<file path="src/slp_regs.svh">
// Purpose: constants of the sleep-mode controller
// Assumes: one clock, sys_clk at 250 MHz
// Notes:   mode indices run from lightest to deepest
`ifndef SLP_REGS_SVH
`define SLP_REGS_SVH
`define SLP_MODE_IDLE     8'h00
`define SLP_MODE_FROZEN   8'h01
`define SLP_MODE_STANDBY  8'h02
`define SLP_MODE_STOP     8'h03
`define SLP_MODE_BGOFF    8'h04
`define SLP_MODE_STATIC   8'h05
`define SLP_MODE_LAST     8'h05
`define SLP_OP_W          8
`endif

</file>
<file path="src/slp_pkg.sv">
// Purpose: types shared by both ends of the sleep link
// Assumes: slp_regs.svh holds the numeric constants
// Notes:   states are one-hot with codes written out
package slp_pkg;
  // sleep controller states
  typedef enum logic [2:0] {
    SLP_RUN   = 3'b001,
    SLP_DRAIN = 3'b010,
    SLP_SLEEP = 3'b100
  } slp_state_type;
  // cpu end states
  typedef enum logic [3:0] {
    SLP_C_RUN   = 4'b0001,
    SLP_C_ENTER = 4'b0010,
    SLP_C_SLEEP = 4'b0100,
    SLP_C_READ  = 4'b1000
  } slp_cpu_state_type;
endpackage

</file>
<file path="src/slp_if.sv">
// Purpose: link between cpu core and sleep controller
// Assumes: both ends on sys_clk
// Notes:   request lines are levels held by the cpu end
`timescale 1ns/100ps
interface slp_if;
  logic       sleep_req;          // cpu asks for sleep
  logic [7:0] sleep_mode_operand; // mode index of the instruction
  logic       user_mode;          // instruction ran in user mode
  logic       cpu_safe;           // cpu own bus operations done
  logic       priv_violation;     // pulse: sleep refused, exception
  logic       halted;             // cpu clock stopped
  logic       resume;             // pulse: sleep over or request dropped
  logic       resume_isr;         // with resume: service routine runs
  logic       pb_rd_req;          // peripheral_bus read held by cpu
  logic       pb_rd_ack;          // pulse: read done, bus drained
  modport dev (input sleep_req, sleep_mode_operand, user_mode, cpu_safe, pb_rd_req,
               output priv_violation, halted, resume, resume_isr, pb_rd_ack);
  modport cpu (output sleep_req, sleep_mode_operand, user_mode, cpu_safe, pb_rd_req,
               input priv_violation, halted, resume, resume_isr, pb_rd_ack);
endinterface

</file>
<file path="src/slp_wake_sel.sv">
// Purpose: per-mode wake source filter
// Assumes: sources are synchronous levels except async external irq
// Notes:   a source whose module is unclocked in a mode is not listed
`timescale 1ns/100ps
`include "slp_regs.svh"
module slp_wake_sel
  import slp_pkg::*;
(
  input  wire logic [7:0] mode,        // latched sleep mode
  input  wire logic       irq_hsb,     // irq from high_speed_system_bus modules
  input  wire logic       irq_pb,      // irq from peripheral_bus modules
  input  wire logic       rtc_wake,    // rtc wake-up line
  input  wire logic       ext_irq,     // external irq, synchronous mode
  input  wire logic       ext_irq_async, // external irq, asynchronous mode
  input  wire logic       reset_pin,   // external reset pin request
  output logic            wake,        // leave sleep now
  output logic            intc_on      // interrupt controller clocked
);
  // decode which sources can still fire in each mode
  always_comb begin
    unique case (mode)
      `SLP_MODE_IDLE: begin
        wake    = irq_hsb | irq_pb | rtc_wake | ext_irq | ext_irq_async;
        intc_on = 1'b1;
      end
      `SLP_MODE_FROZEN: begin
        // hsb modules are unclocked so their irqs cannot fire
        wake    = irq_pb | rtc_wake | ext_irq | ext_irq_async;
        intc_on = 1'b1;
      end
      `SLP_MODE_STANDBY: begin
        wake    = rtc_wake | ext_irq | ext_irq_async;
        intc_on = 1'b0;
      end
      `SLP_MODE_STOP, `SLP_MODE_BGOFF: begin
        wake    = rtc_wake | ext_irq | ext_irq_async | reset_pin;
        intc_on = 1'b0;
      end
      `SLP_MODE_STATIC: begin
        // no oscillator runs, only the asynchronous irq and the reset pin survive
        wake    = ext_irq_async | reset_pin;
        intc_on = 1'b0;
      end
      default: begin
        wake    = 1'b1;
        intc_on = 1'b1;
      end
    endcase
  end
endmodule

</file>
<file path="src/slp_ctrl.sv">
// Purpose: sleep-mode controller, device end of the sleep link
// Assumes: srst synchronous active high; pb_pending from the bus bridge
// Notes:   clock and analog enables are registered from the next state, so they change together with state
// Function
// - pins come up as inputs after reset
// - all clock domains run when awake
// - 8-bit operand selects the sleep mode
// - user-mode sleep raises privilege violation instead
// - stopped domains halt regardless of masks
// - enabled, clocked interrupt ends sleep
// - mode 0: only cpu clock stops
// - mode 1: cpu and hsb stop, pb irq wakes
// - mode 2: sync clocks stop, oscillators run
// - mode 3: also main oscillators, plls stop
// - mode 4: also bandgap and brownout off
// - mode 5: all oscillators off, async wake
// - cpu halts only after its bus operations
// - software avoids cross-domain transfers during transitions
// - software stops hsb masters before deeper modes
// - pb read stalls until pb writes drain
// - software disables externally wired modules first
// - rtc wake with intc off (modes 2 to 4) resumes after sleep, no isr
`timescale 1ns/100ps
`include "slp_regs.svh"
module slp_ctrl
  import slp_pkg::*;
(
  input  wire logic sys_clk,             // system clock
  input  wire logic srst,                // synchronous reset
  slp_if.dev        lnk,                 // link to the cpu end
  input  wire logic pins_configured,     // software has set up the pins
  input  wire logic pb_pending,          // a peripheral_bus write is in flight
  input  wire logic osc32_enable,        // software enable of the 32 kHz osc
  input  wire logic irq_hsb,             // irq from high_speed_system_bus modules
  input  wire logic irq_pb,              // irq from peripheral_bus modules
  input  wire logic rtc_wake,            // rtc wake-up line
  input  wire logic ext_irq,             // external irq, synchronous mode
  input  wire logic ext_irq_async,       // external irq, asynchronous mode
  input  wire logic reset_pin,           // external reset pin request
  output logic      pins_force_input,    // all multiplexed pins held as inputs
  output logic      clk_en_cpu,          // cpu clock domain runs
  output logic      clk_en_hsb,          // high_speed_system_bus domain runs
  output logic      clk_en_pb,           // peripheral_bus domain runs
  output logic      osc_main_en,         // main oscillators 0 and 1 run
  output logic      pll_en,              // both plls run
  output logic      osc32_en,            // 32 kHz oscillator runs
  output logic      rc_osc_en,           // rc oscillator runs
  output logic      bandgap_en,          // bandgap reference on
  output logic      brownout_detector_en // brownout_detector on
);
  slp_state_type state_q, state_d;       // controller state
  logic [7:0]    mode_q, mode_d;         // latched mode index
  logic          priv_q, priv_d;         // privilege violation pulse
  logic          resume_q, resume_d;     // resume pulse
  logic          isr_q, isr_d;           // resume runs a service routine
  logic          ack_q, ack_d;           // pb read answer pulse
  logic          pins_q, pins_d;         // pins held as inputs
  logic [8:0]    en_q, en_d;             // packed clock and analog enables
  logic          halt_q, halt_d;         // cpu clock stopped
  logic          wake;                   // filtered wake for the latched mode
  logic          intc_on;                // interrupt controller clocked
  logic          accept;                 // new sleep request seen this cycle

  // supported mode test, used by request decode
  function automatic logic mode_ok(input logic [7:0] m);
    mode_ok = (m <= `SLP_MODE_LAST);
  endfunction

  slp_wake_sel u_wake (
    .mode          (mode_q),
    .irq_hsb       (irq_hsb),
    .irq_pb        (irq_pb),
    .rtc_wake      (rtc_wake),
    .ext_irq       (ext_irq),
    .ext_irq_async (ext_irq_async),
    .reset_pin     (reset_pin),
    .wake          (wake),
    .intc_on       (intc_on)
  );

  // a held request is ignored while our own answer pulse is out,
  // otherwise the cpu end would be taken twice for one instruction
  assign accept = lnk.sleep_req & ~resume_q & ~priv_q;

  // sleep sequencing
  always_comb begin
    state_d  = state_q;
    mode_d   = mode_q;
    priv_d   = 1'b0;
    resume_d = 1'b0;
    isr_d    = isr_q;
    unique case (state_q)
      SLP_RUN: begin
        if (accept) begin
          if (lnk.user_mode) begin
            priv_d = 1'b1;
          end else if (!mode_ok(lnk.sleep_mode_operand)) begin
            resume_d = 1'b1;                     // unsupported: keep running
            isr_d    = 1'b0;
          end else begin
            mode_d  = lnk.sleep_mode_operand;
            state_d = SLP_DRAIN;
          end
        end
      end
      SLP_DRAIN: begin
        // wait for the cpu to park its bus traffic and pb writes to land
        if (lnk.cpu_safe && !pb_pending) begin
          state_d = SLP_SLEEP;
        end
      end
      SLP_SLEEP: begin
        if (wake) begin
          state_d  = SLP_RUN;
          resume_d = 1'b1;
          // rtc wake with intc off returns past the sleep instruction
          isr_d    = intc_on;
        end
      end
    endcase
  end

  // pb read stall and pin hold
  always_comb begin
    ack_d  = lnk.pb_rd_req & ~pb_pending & ~ack_q;
    pins_d = pins_q & ~pins_configured;
  end

  // clock and analog enables from the mode being slept in
  always_comb begin
    en_d   = '1;                                 // all running when awake
    halt_d = 1'b0;
    if (state_d == SLP_SLEEP) begin
      halt_d  = 1'b1;
      en_d[0] = 1'b0;                            // cpu, masks ignored
      if (mode_d >= `SLP_MODE_FROZEN) begin
        en_d[1] = 1'b0;                          // hsb
      end
      if (mode_d >= `SLP_MODE_STANDBY) begin
        en_d[2] = 1'b0;                          // pb
      end
      if (mode_d >= `SLP_MODE_STOP) begin
        en_d[3] = 1'b0;                          // main oscillators
        en_d[4] = 1'b0;                          // plls
      end
      if (mode_d >= `SLP_MODE_BGOFF) begin
        en_d[7] = 1'b0;                          // bandgap
        en_d[8] = 1'b0;                          // brownout_detector
      end
      if (mode_d >= `SLP_MODE_STATIC) begin
        en_d[5] = 1'b0;                          // 32 kHz
        en_d[6] = 1'b0;                          // rc
      end
    end
    en_d[5] = en_d[5] & osc32_enable;            // 32 kHz only when enabled
  end

  // registers
  always_ff @(posedge sys_clk) begin
    if (srst) begin
      state_q  <= SLP_RUN;
      mode_q   <= 8'h00;
      priv_q   <= 1'b0;
      resume_q <= 1'b0;
      isr_q    <= 1'b0;
      ack_q    <= 1'b0;
      pins_q   <= 1'b1;
      en_q     <= 9'h1FF;
      halt_q   <= 1'b0;
    end else begin
      state_q  <= state_d;
      mode_q   <= mode_d;
      priv_q   <= priv_d;
      resume_q <= resume_d;
      isr_q    <= isr_d;
      ack_q    <= ack_d;
      pins_q   <= pins_d;
      en_q     <= en_d;
      halt_q   <= halt_d;
    end
  end

  // outputs
  assign lnk.priv_violation   = priv_q;
  assign lnk.resume           = resume_q;
  assign lnk.resume_isr       = isr_q;
  assign lnk.pb_rd_ack        = ack_q;
  assign lnk.halted           = halt_q;
  assign pins_force_input     = pins_q;
  assign clk_en_cpu           = en_q[0];
  assign clk_en_hsb           = en_q[1];
  assign clk_en_pb            = en_q[2];
  assign osc_main_en          = en_q[3];
  assign pll_en               = en_q[4];
  assign osc32_en             = en_q[5] & osc32_enable;
  assign rc_osc_en            = en_q[6];
  assign bandgap_en           = en_q[7];
  assign brownout_detector_en = en_q[8];
endmodule

</file>
<file path="src/flat_wrapper.sv">
// flat-port wrapper written by rule: the top's interface ports become plain ports
module slp_ctrl_flat import slp_pkg::*;
  (sys_clk, srst, pins_configured, pb_pending, osc32_enable, irq_hsb, irq_pb, rtc_wake, ext_irq, ext_irq_async, reset_pin, pins_force_input, clk_en_cpu, clk_en_hsb, clk_en_pb, osc_main_en, pll_en, osc32_en, rc_osc_en, bandgap_en, brownout_detector_en, lnk_sleep_req, lnk_sleep_mode_operand, lnk_user_mode, lnk_cpu_safe, lnk_pb_rd_req, lnk_priv_violation, lnk_halted, lnk_resume, lnk_resume_isr, lnk_pb_rd_ack);
  slp_if lnk_i ();
  input  wire logic sys_clk;
  input  wire logic srst;
  input  wire logic pins_configured;
  input  wire logic pb_pending;
  input  wire logic osc32_enable;
  input  wire logic irq_hsb;
  input  wire logic irq_pb;
  input  wire logic rtc_wake;
  input  wire logic ext_irq;
  input  wire logic ext_irq_async;
  input  wire logic reset_pin;
  output logic pins_force_input;
  output logic clk_en_cpu;
  output logic clk_en_hsb;
  output logic clk_en_pb;
  output logic osc_main_en;
  output logic pll_en;
  output logic osc32_en;
  output logic rc_osc_en;
  output logic bandgap_en;
  output logic brownout_detector_en;
  input wire logic [$bits(lnk_i.sleep_req)-1:0] lnk_sleep_req;
  input wire logic [$bits(lnk_i.sleep_mode_operand)-1:0] lnk_sleep_mode_operand;
  input wire logic [$bits(lnk_i.user_mode)-1:0] lnk_user_mode;
  input wire logic [$bits(lnk_i.cpu_safe)-1:0] lnk_cpu_safe;
  input wire logic [$bits(lnk_i.pb_rd_req)-1:0] lnk_pb_rd_req;
  output wire logic [$bits(lnk_i.priv_violation)-1:0] lnk_priv_violation;
  output wire logic [$bits(lnk_i.halted)-1:0] lnk_halted;
  output wire logic [$bits(lnk_i.resume)-1:0] lnk_resume;
  output wire logic [$bits(lnk_i.resume_isr)-1:0] lnk_resume_isr;
  output wire logic [$bits(lnk_i.pb_rd_ack)-1:0] lnk_pb_rd_ack;
  assign lnk_i.sleep_req = lnk_sleep_req;
  assign lnk_i.sleep_mode_operand = lnk_sleep_mode_operand;
  assign lnk_i.user_mode = lnk_user_mode;
  assign lnk_i.cpu_safe = lnk_cpu_safe;
  assign lnk_i.pb_rd_req = lnk_pb_rd_req;
  assign lnk_priv_violation = lnk_i.priv_violation;
  assign lnk_halted = lnk_i.halted;
  assign lnk_resume = lnk_i.resume;
  assign lnk_resume_isr = lnk_i.resume_isr;
  assign lnk_pb_rd_ack = lnk_i.pb_rd_ack;
  slp_ctrl u_core (.sys_clk(sys_clk), .srst(srst), .lnk(lnk_i), .pins_configured(pins_configured), .pb_pending(pb_pending), .osc32_enable(osc32_enable), .irq_hsb(irq_hsb), .irq_pb(irq_pb), .rtc_wake(rtc_wake), .ext_irq(ext_irq), .ext_irq_async(ext_irq_async), .reset_pin(reset_pin), .pins_force_input(pins_force_input), .clk_en_cpu(clk_en_cpu), .clk_en_hsb(clk_en_hsb), .clk_en_pb(clk_en_pb), .osc_main_en(osc_main_en), .pll_en(pll_en), .osc32_en(osc32_en), .rc_osc_en(rc_osc_en), .bandgap_en(bandgap_en), .brownout_detector_en(brownout_detector_en));
endmodule
</file>
<file path="config.mk">
export PLATFORM = sky130hd
export DESIGN_NAME = slp_ctrl_flat
export DESIGN_NICKNAME = d
export VERILOG_FILES = /design/src/slp_pkg.sv /design/src/slp_if.sv /design/src/slp_wake_sel.sv /design/src/slp_ctrl.sv /design/src/flat_wrapper.sv
export VERILOG_INCLUDE_DIRS = /design/src
export SDC_FILE = /design/constraint.sdc
export NUM_CORES = 1
export LEC_CHECK = 0
export CAP_MARGIN = 10
export CORE_MARGIN = 2
export CORE_UTILIZATION = 55
export CTS_CLUSTER_DIAMETER = 40
export CTS_CLUSTER_SIZE = 25
export DETAILED_ROUTE_END_ITERATION = 12
export DONT_BUFFER_PORTS = 1
export PLACE_DENSITY = 0.8
export SKIP_LAST_GASP = 1
export SLEW_MARGIN = 5
export SYNTH_ARGS = -nofsm -noshare
export SYNTH_HDL_FRONTEND = slang
export SYNTH_HIERARCHICAL = 1
export SYNTH_SLANG_ARGS = --single-unit
</file>
<file path="constraint.sdc">
create_clock -name sys_clk -period 7.65 [get_ports sys_clk]
set_input_delay 0.765 -clock sys_clk [delete_from_list [all_inputs] [get_ports sys_clk]]
set_output_delay 0.765 -clock sys_clk [all_outputs]
set_load 0.02 [all_outputs]
</file>
==> out/results.tsv, run 1 <==
metric	value	unit
number of flops mapped to enable cells by yosys	0	
hold slack	0.495	ns
wire per inst	14.4	um
most common cell in the synthesized netlist	dfxtp_1	
crit share post-route	35.7	%
min cycle time layout	2.73	ns
Finished Layout Cells	128	
CTS tree	done	
# Post-CTS Setup Buffers	0	
mux share of post-synthesis cell area	2.90	%
starting density of the core	59.4	%
Leakage Power	0.412	nW
IO Count	38	
initial antenna violation count	0	
die height	47.4	um
GPL Wtd Cong	0.798	
slowest cell on the critical path	or4_4	
Root Buffer	clkbuf_4	
synth cell count leaders	24 x dfxtp_1, 9 x nor2_1, 7 x and2_1	
drt via density	5.95	
DPL Wire Length	1350	um
Area Overhead vs Synth	2.29	%
max-slew violation count	0	
worst slew pin tran	0.504	ns
clock transition at the registers of the reported paths	0.12	ns
H-tree depth	1	
largest family of logic cells by synthesized area	simple AND/OR/NAND/NOR gates	
Yosys top cell by area	dfxtp_1	
most common flop cell mapped by yosys	dfxtp_1	
Pwr Density	178	nW/um^2
Worst EP required	7.86	ns
outcome	complete, no violations	
Skew-Pair Late Insertion Delay	0.30	ns
Antenna diodes	0	
Syn Area/Cell	9.96	sq um
Synth Instances	104	
crit path DAT	2.94	ns
gr ovfl total	0	
total clock sinks	24	
hold_buf cts	0	
max cap viols	0	
post_cts resized	0	
sequential share of the synthesized area	46.4	%
final setup fails	0	
Die Wd	47.4	um
fmax	366	MHz
synth warn	6	
critical path, cell by cell	or4_4 > nor4b_2 > o311ai_1 > or3b_2 > a21o_1 > nor2_1 > o211ai_4 > o21a_1	
Fin Setup TNS	0	ns
Post-Synth Adder-Cell Area	0	%
slew margin rel.	66.3	%
unrepaired setup endpoints after global routing	no	
total die area	2250	sq um
Vias	762	
Synth Area in Compound Gates	15.1	%
total global-route track usage	19.0	%
Seq cells post-synth	24	
Peak VDD IR	0.0992	mV
Remaining DRCs	0	
post-synthesis xor/xnor area fraction	0.845	%
largest cells by area after synthesis	dfxtp_1 46%, and2_1 4.2%, nor2_1 3.3%	
biggest cell delay along the critical path	0.53	ns
FP Rows	15	
Worst setup EP type	flip-flop	
critical path launch point type	flip-flop	
final net count	128	
first-pass GRT wire length	2900	um
WL final	1850	um
Post-Synth Simple-Gate Area	30.8	%
pin count of the biggest net entering global routing	15	
final setup skew	0.000911	ns
Post-Syn Area	1040	sq um
count of different cell masters after synthesis	40	
vias in the first global route	662	
top cell family by delay on the critical path	simple AND/OR/NAND/NOR gates	
Final Hold Viols	0	
async set-reset flop share out of synthesis	0	%
core area	1750	sq um
final antenna-violating net count	0	
I/O Buffers	0	
share of cells above drive strength 1	11.7	%
CP Class	flip-flop to flip-flop	
Longest Clk Path Bufs	2	
CP bufs+invs	0	
first-iteration detailed-routing DRC count	7	
Worst Hold Class	flip-flop to flip-flop	
detailed-router iteration count before antenna repair	4	
syn_nets	127	
CP max FO	7	
total CTS buffers	3	
Placed Cells	125	
Yosys top cell area share	46.4	%
cell families (layout without fill, tap and decap cells):
family | count (synthesis) | in the layout
compound gates | 21 | 21
xor+xnor | 1 | 1
buf+inv | 7 | 6
flops | 24 | 24
mux | 3 | 3
simple gates | 48 | 48
through the flow:
| stage | setup slack, ns | cell area, sq um | util (%) | total power, mW |
|---|---|---|---|---|
| 2_1_floorplan | 5.13 | 1040 | - | 0.138 |
| 4_1_cts | 4.93 | 1060 | 60.7 | 0.190 |
| 6_report | 4.92 | 1060 | 60.7 | 0.188 |
| 3_3_place_gp | 5.01 | 1040 | 59.4 | 0.138 |
| 5_1_grt | 4.77 | 1060 | 60.7 | 0.196 |
| 3_5_place_dp | 4.93 | 1040 | 59.4 | 0.138 |
sequential cells by signal, summed over array words and instances (netlist names):
signal                     cells
u_core/mode_q                  8
u_core/en_q                    7
u_core/state_q                 3
u_core/lnk.halted              1
u_core/lnk.pb_rd_ack           1
u_core/lnk.priv_violation      1
u_core/lnk.resume              1
u_core/lnk.resume_isr          1
u_core/pins_force_input        1
cells in the final DEF, fill, tap and decap left out, drive strengths merged, types with 2 or more instances in the layout:
master	n
nor4b	2
nor2	9
nor3	2
nor3b	2
or3b	2
a21o	3
dfxtp	24
or3	2
or4	4
or4b	2
nand2	6
o21ai	2
nand3	2
o311ai	2
a21oi	6
o211ai	3
inv	3
mux2i	3
o21a	2
and2	7
clkbuf	3
worst reg2reg max path, stage by stage, from the launching register on:
cell	delay, ns
dfxtp_1	0.37
or4_4	0.53
nor4b_2	0.26
o311ai_1	0.17
or3b_2	0.46
a21o_1	0.20
nor2_1	0.39
o211ai_4	0.14
o21a_1	0.13
power by group:
| group | switching (mW) | leakage (nW) | internal, mW |
|---|---|---|---|
| clock | 0.0346 | 0.0138 | 0.0184 |
| sequential | 0.00223 | 0.195 | 0.126 |
| combinational | 0.00307 | 0.203 | 0.00355 |
area by class of cell:
| class | instances | area, sq um |
|---|---|---|
| multi-input cells | 73 | 514 |
| fillers | 163 | 686 |
| inverters | 3 | 11.3 |
| well taps | 25 | 31.3 |
| flip-flops and latches | 24 | 480 |
| clock buffers | 3 | 22.5 |
layer usage:
| metal | GRT usage [%] | vias up | wire (um) |
|---|---|---|---|
| met5 | 0 | - | 0 |
| met4 | 10.0 | 0 | 19 |
| met3 | 4.23 | 2 | 166 |
| met2 | 27.0 | 34 | 837 |
| met1 | 26.5 | 350 | 825 |
| li1 | - | 376 | - |
path summary, 6_finish.rpt:
check,startpoint,endpoint,slack [ns],cells after the start
setup / recovery,u_core/mode_q[3]$_SDFF_PP0_,u_core/en_q[5]$_SDFF_PP1_,4.92,8
hold reg to reg,u_core/mode_q[7]$_SDFF_PP0_,u_core/mode_q[7]$_SDFF_PP0_,0.50,1
hold / removal,u_core/mode_q[7]$_SDFF_PP0_,u_core/mode_q[7]$_SDFF_PP0_,0.50,1
setup reg to reg,u_core/mode_q[3]$_SDFF_PP0_,u_core/en_q[5]$_SDFF_PP1_,4.92,8
Note: power is estimated with default switching activity, not from simulation.
==> inputs of run 2 (changes only) <==
Settings changed: CORE_UTILIZATION 55 to 54, PLACE_DENSITY 0.8 to 0.82.
Clock period 7.65 ns to 2.5 ns, I/O delays scaled along.
==> run 2 against run 1 <==
  * Global-route usage grew 0.78 points
  * Via count is 1.8% higher
  * Sequential power rose to 3.1 times the previous value
  * Flip-flop and latch count stayed put
  * Clock power grew to 5.2 times the previous value
  * Wire length is 9.7% higher
  * Largest cell class unchanged
==> out/results.tsv, run 2 (synthesis gave the netlist of run 1 again) <==
metric	value	unit
outcome	complete, no violations	
GPL Wtd Cong	0.789	
Vias	776	
detailed-router iteration count before antenna repair	3	
starting density of the core	58.7	%
final instance area	1160	sq um
Final Hold Viols	0	
Placed Instance Area	1050	sq um
max reg flops	8	
wire per inst	15.0	um
DPL Wire Length	1430	um
Root Buffer	clkbuf_4	
pin count of the biggest net entering global routing	15	
gr ovfl total	0	
Die Wd	47.8	um
final setup fails	0	
H-tree depth	1	
crit share post-route	96.6	%
crit path DAT	2.64	ns
Pwr Density	600	nW/um^2
commonest non-fill, non-tap cell in the layout	dfxtp_1	
FP Rows	15	
first-iteration detailed-routing DRC count	6	
worst slew pin tran	0.381	ns
critical path, cell by cell	or4_4 > nor4b_4 > o311ai_2 > or3b_4 > a21o_1 > nor2_1 > buf_4 > o211ai_4 > o21a_1	
Storage cell area	483	sq um
CTS tree	done	
WL final	2030	um
min cycle time layout	2.42	ns
Longest Clk Path Bufs	2	
vias in the first global route	720	
Fin Setup TNS	0	ns
most frequent cells in the layout	22 x dfxtp_1, 9 x nor2_1, 7 x and2_1, 6 x a21oi_1, 6 x nand2_1	
Power Total	0.698	mW
total global-route track usage	19.8	%
Regs by FF count	u_core/mode_q (8), u_core/en_q (7), u_core/state_q (3)	
max cap viols	0	
unrepaired setup endpoints after global routing	yes	
top cell family by delay on the critical path	simple AND/OR/NAND/NOR gates	
Antenna diodes	0	
Setup WS post-layout	0.0842	ns
slew margin rel.	74.6	%
final setup skew	0.0144	ns
Leakage Power	0.461	nW
I/O Buffers	0	
fmax	414	MHz
core area	1760	sq um
share of cells above drive strength 1	17.3	%
Worst Hold Class	input pin to flip-flop	
initial antenna violation count	0	
max-slew violation count	0	
Skew-Pair Late Insertion Delay	0.32	ns
IO Count	38	
CP max FO	6	
Peak VDD IR	0.449	mV
fill cell count	151	
worst slack, placed	0.0275	ns
final antenna-violating net count	0	
first-pass GRT wire length	3090	um
Largest Register	u_core/mode_q	
hold slack	0.0380	ns
total die area	2280	sq um
CP Class	flip-flop to flip-flop	
CP bufs+invs	1	
total clock sinks	24	
Final Core Density	66.0	%
critical path launch point type	flip-flop	
total CTS buffers	3	
drt via density	5.75	
final net count	134	
area of the multi-input gates	533	sq um
Remaining DRCs	0	
biggest cell delay along the critical path	0.55	ns
clock transition at the registers of the reported paths	0.13	ns
Finished Layout Cells	135	
Worst setup EP type	flip-flop	
die height	47.8	um
Area Overhead vs Synth	12.3	%
slowest cell on the critical path	or4_4	
Placed Cells	127	
Worst EP required	2.73	ns
[run 2: cell types whose count changed in the layout (fill, tap and decap cells not counted), moves of 2 or more]
cell           before  now
dfxtp_1            24   22
dfxtp_2             0    2
buf_4               0    3
dlygate4sd3_1       0    3
[run 2: worst paths after layout]
kind                                             startpoint                      endpoint  slack (ns)  depth (start not counted)
worst max-delay path            u_core/mode_q[3]$_SDFF_PP0_     u_core/en_q[5]$_SDFF_PP1_        0.08                          9
worst min-delay path                                   srst  u_core/state_q[0]$_SDFF_PP1_        0.04                          1
worst max register to register  u_core/mode_q[3]$_SDFF_PP0_     u_core/en_q[5]$_SDFF_PP1_        0.08                          9
worst min register to register  u_core/mode_q[4]$_SDFF_PP0_   u_core/mode_q[4]$_SDFF_PP0_        0.49                          1
[run 2: power by group]
part / switching, mW / leakage, nW / internal, mW
registers: 0.00690 / 0.196 / 0.387
clock network: 0.113 / 0.0279 / 0.162
logic: 0.0134 / 0.238 / 0.0150
[run 2: repair_timing]
item | 4_1_cts | 5_1_grt
hold buffers | 2 | 1
buffers inserted | 0 | 1
hold endpoints to repair | 9 | 1
setup endpoints to repair | 0 | 3
resized for setup | 0 | 5
[run 2: routing by layer]
layer  global-route usage [%]  vias up  wire length [um]
li1                         -      389                 -
met1                     22.7      358               834
met2                     31.5       25              1030
met3                     9.06        4               140
met4                     8.65        0                25
met5                        0        -                 0
[run 2: cell type report]
cell class | instances | share of cell area, %
inverters | 3 | 0.968
multi-input cells | 73 | 45.8
repair buffers | 6 | 4.52
well taps | 25 | 2.69
clock buffers | 3 | 1.94
clock inverters | 1 | 2.58
flip-flops and latches | 24 | 41.5
[run 2: worst register-to-register path, stage by stage, from the launching register on]
cell	delay [ns]
dfxtp_2	0.34
or4_4	0.55
nor4b_4	0.30
o311ai_2	0.16
or3b_4	0.40
a21o_1	0.18
nor2_1	0.08
buf_4	0.15
o211ai_4	0.08
o21a_1	0.11
==> inputs of run 3 (changes only) <==
Settings changed: ABC_AREA from default to 1.
==> run 3 against run 2 <==
  * Highest routed layer unchanged
  * Cell area grew 4.5%
  * Power increased by 1.7%
  * Wire length grew 15%
  * Register-to-register slack improved by 0.66 ns
==> out/results.tsv, run 3 <==
metric	value	unit
Area Overhead vs Synth	5.77	%
slew margin rel.	64.3	%
first-iteration detailed-routing DRC count	32	
Skew-Pair Late Insertion Delay	0.32	ns
final antenna-violating net count	0	
fmax	571	MHz
Final Core Density	61.4	%
final setup skew	0.00455	ns
Worst setup EP type	flip-flop	
worst slew pin tran	0.534	ns
final setup fails	0	
clock transition at the registers of the reported paths	0.14	ns
commonest non-fill, non-tap cell in the layout	nand2_1	
Post-Syn Area	1150	sq um
wire per inst	12.4	um
Peak VDD IR	0.373	mV
Remaining DRCs	0	
sequential share of the synthesized area	41.8	%
Placed Instance Area	1150	sq um
unrepaired setup endpoints after global routing	no	
FP Rows	16	
IO Count	38	
max-slew violation count	0	
synth warn	6	
Final Hold Viols	0	
first-pass GRT wire length	3680	um
async set-reset flop share out of synthesis	0	%
Storage cell area	480	sq um
hold_buf cts	1	
Die Wd	50.1	um
# Post-CTS Setup Buffers	0	
Vias	963	
gr ovfl total	0	
pin count of the biggest net entering global routing	15	
number of flops mapped to enable cells by yosys	0	
detailed-router iteration count before antenna repair	4	
most frequent cells in the layout	38 x nand2_1, 24 x inv_1, 24 x dfxtp_1, 21 x nor2_1, 10 x nand3_1	
total die area	2510	sq um
Pwr Density	584	nW/um^2
final net count	185	
drt via density	5.12	
outcome	complete, no violations	
Fin Setup TNS	0	ns
min cycle time layout	1.75	ns
total global-route track usage	19.9	%
crit path DAT	1.99	ns
Yosys top cell by area	dfxtp_1	
worst slack, placed	0.745	ns
H-tree depth	1	
Power Total	0.710	mW
max reg flops	8	
CTS tree	done	
total clock sinks	24	
Regs by FF count	u_core/mode_q (8), u_core/en_q (7), u_core/state_q (3)	
die height	50.1	um
Synth Instances	160	
max cap viols	0	
most common flop cell mapped by yosys	dfxtp_1	
syn_nets	183	
Root Buffer	clkbuf_4	
starting density of the core	58.0	%
critical path launch point type	flip-flop	
Syn Area/Cell	7.19	sq um
Largest Register	u_core/mode_q	
fill cell count	182	
synth cell count leaders	38 x nand2_1, 24 x dfxtp_1, 24 x inv_1	
Worst Hold Class	input pin to flip-flop	
vias in the first global route	843	
I/O Buffers	0	
core area	1980	sq um
CP Class	flip-flop to flip-flop	
post_cts resized	0	
final instance area	1220	sq um
Longest Clk Path Bufs	2	
Leakage Power	0.557	nW
Antenna diodes	0	
CP max FO	11	
share of cells above drive strength 1	16.8	%
Setup WS post-layout	0.749	ns
Seq cells post-synth	24	
crit share post-route	70.0	%
largest cells by area after synthesis	dfxtp_1 42%, nand2_1 12%, inv_1 7.8%	
GPL Wtd Cong	0.768	
WL final	2340	um
area of the multi-input gates	546	sq um
Worst EP required	2.74	ns
DPL Wire Length	1740	um
Yosys top cell area share	41.8	%
initial antenna violation count	0	
count of different cell masters after synthesis	26	
most common cell in the synthesized netlist	nand2_1	
total CTS buffers	3	
## run 3: changes by cell type after synthesis, moves of 4 or more
cell / before / now
nor2_1: 9 / 21
and2_1: 7 / 0
nand2_1: 6 / 38
nand3_1: 1 / 10
nand4_1: 0 / 4
nor2_2: 0 / 5
a21oi_1: 6 / 2
inv_1: 3 / 24
nand2_2: 0 / 8
## run 3: worst paths after layout
kind,startpoint,endpoint,slack [ns],depth (start not counted)
min reg2reg,u_core/mode_q[7]$_SDFF_PP0_,u_core/mode_q[7]$_SDFF_PP0_,0.48,2
max,u_core/lnk.priv_violation$_SDFF_PP0_,u_core/en_q[6]$_SDFF_PP1_,0.75,8
min,pins_configured,u_core/pins_force_input$_SDFF_PP1_,0.02,1
max reg2reg,u_core/lnk.priv_violation$_SDFF_PP0_,u_core/en_q[6]$_SDFF_PP1_,0.75,8
## run 3: final cells by class
cell class,count,area share [%]
multi-input cells,107,44.9
repair buffers,1,0.823
clock inverters,1,2.47
clock buffers,3,1.85
flip-flops and latches,24,39.5
well taps,27,2.78
inverters,25,7.72
## run 3: cell families (layout without fill, tap and decap cells)
| family | after synthesis | in the layout | synth area share [%] |
|---|---|---|---|
| AOI/OAI and AO/OA | 12 | 12 | 7.73 |
| buffers and inverters | 29 | 30 | 10.8 |
| and+or+nand+nor | 95 | 95 | 39.7 |
| DFF | 24 | 24 | 41.8 |
## run 3: per-layer routing
metal  vias to the layer above  global-route usage [%]  share of wire, %
met4                         0                    9.72               2.0
met1                       434                    23.3                46
met5                         -                       0                 0
met2                        29                    34.4                48
met3                         7                    3.87               3.9
li1                        493                       -                 -
## run 3: critical path, stage by stage, from the launching register on
cell and delay, ns:
dfxtp_1 0.40, inv_1 0.08, nand3_1 0.10, nor2_2 0.21, nand3_2 0.30, o21ai_2 0.32, nand3_1 0.13, nand2_2 0.09
inv_1 0.04
## run 3: per-stage QoR
stage	cells	hold slack (ns)
CTS	188	0.0148
detailed placement	183	0.326
global route	188	0.00547
global placement	183	0.324
floorplan	160	0.328
finish	188	0.0189
## run 3: where the power goes
| part | internal (mW) | switching (mW) |
|---|---|---|
| registers | 0.387 | 0.00654 |
| clock network | 0.162 | 0.122 |
| logic | 0.0107 | 0.0213 |
| total | 0.560 | 0.150 |
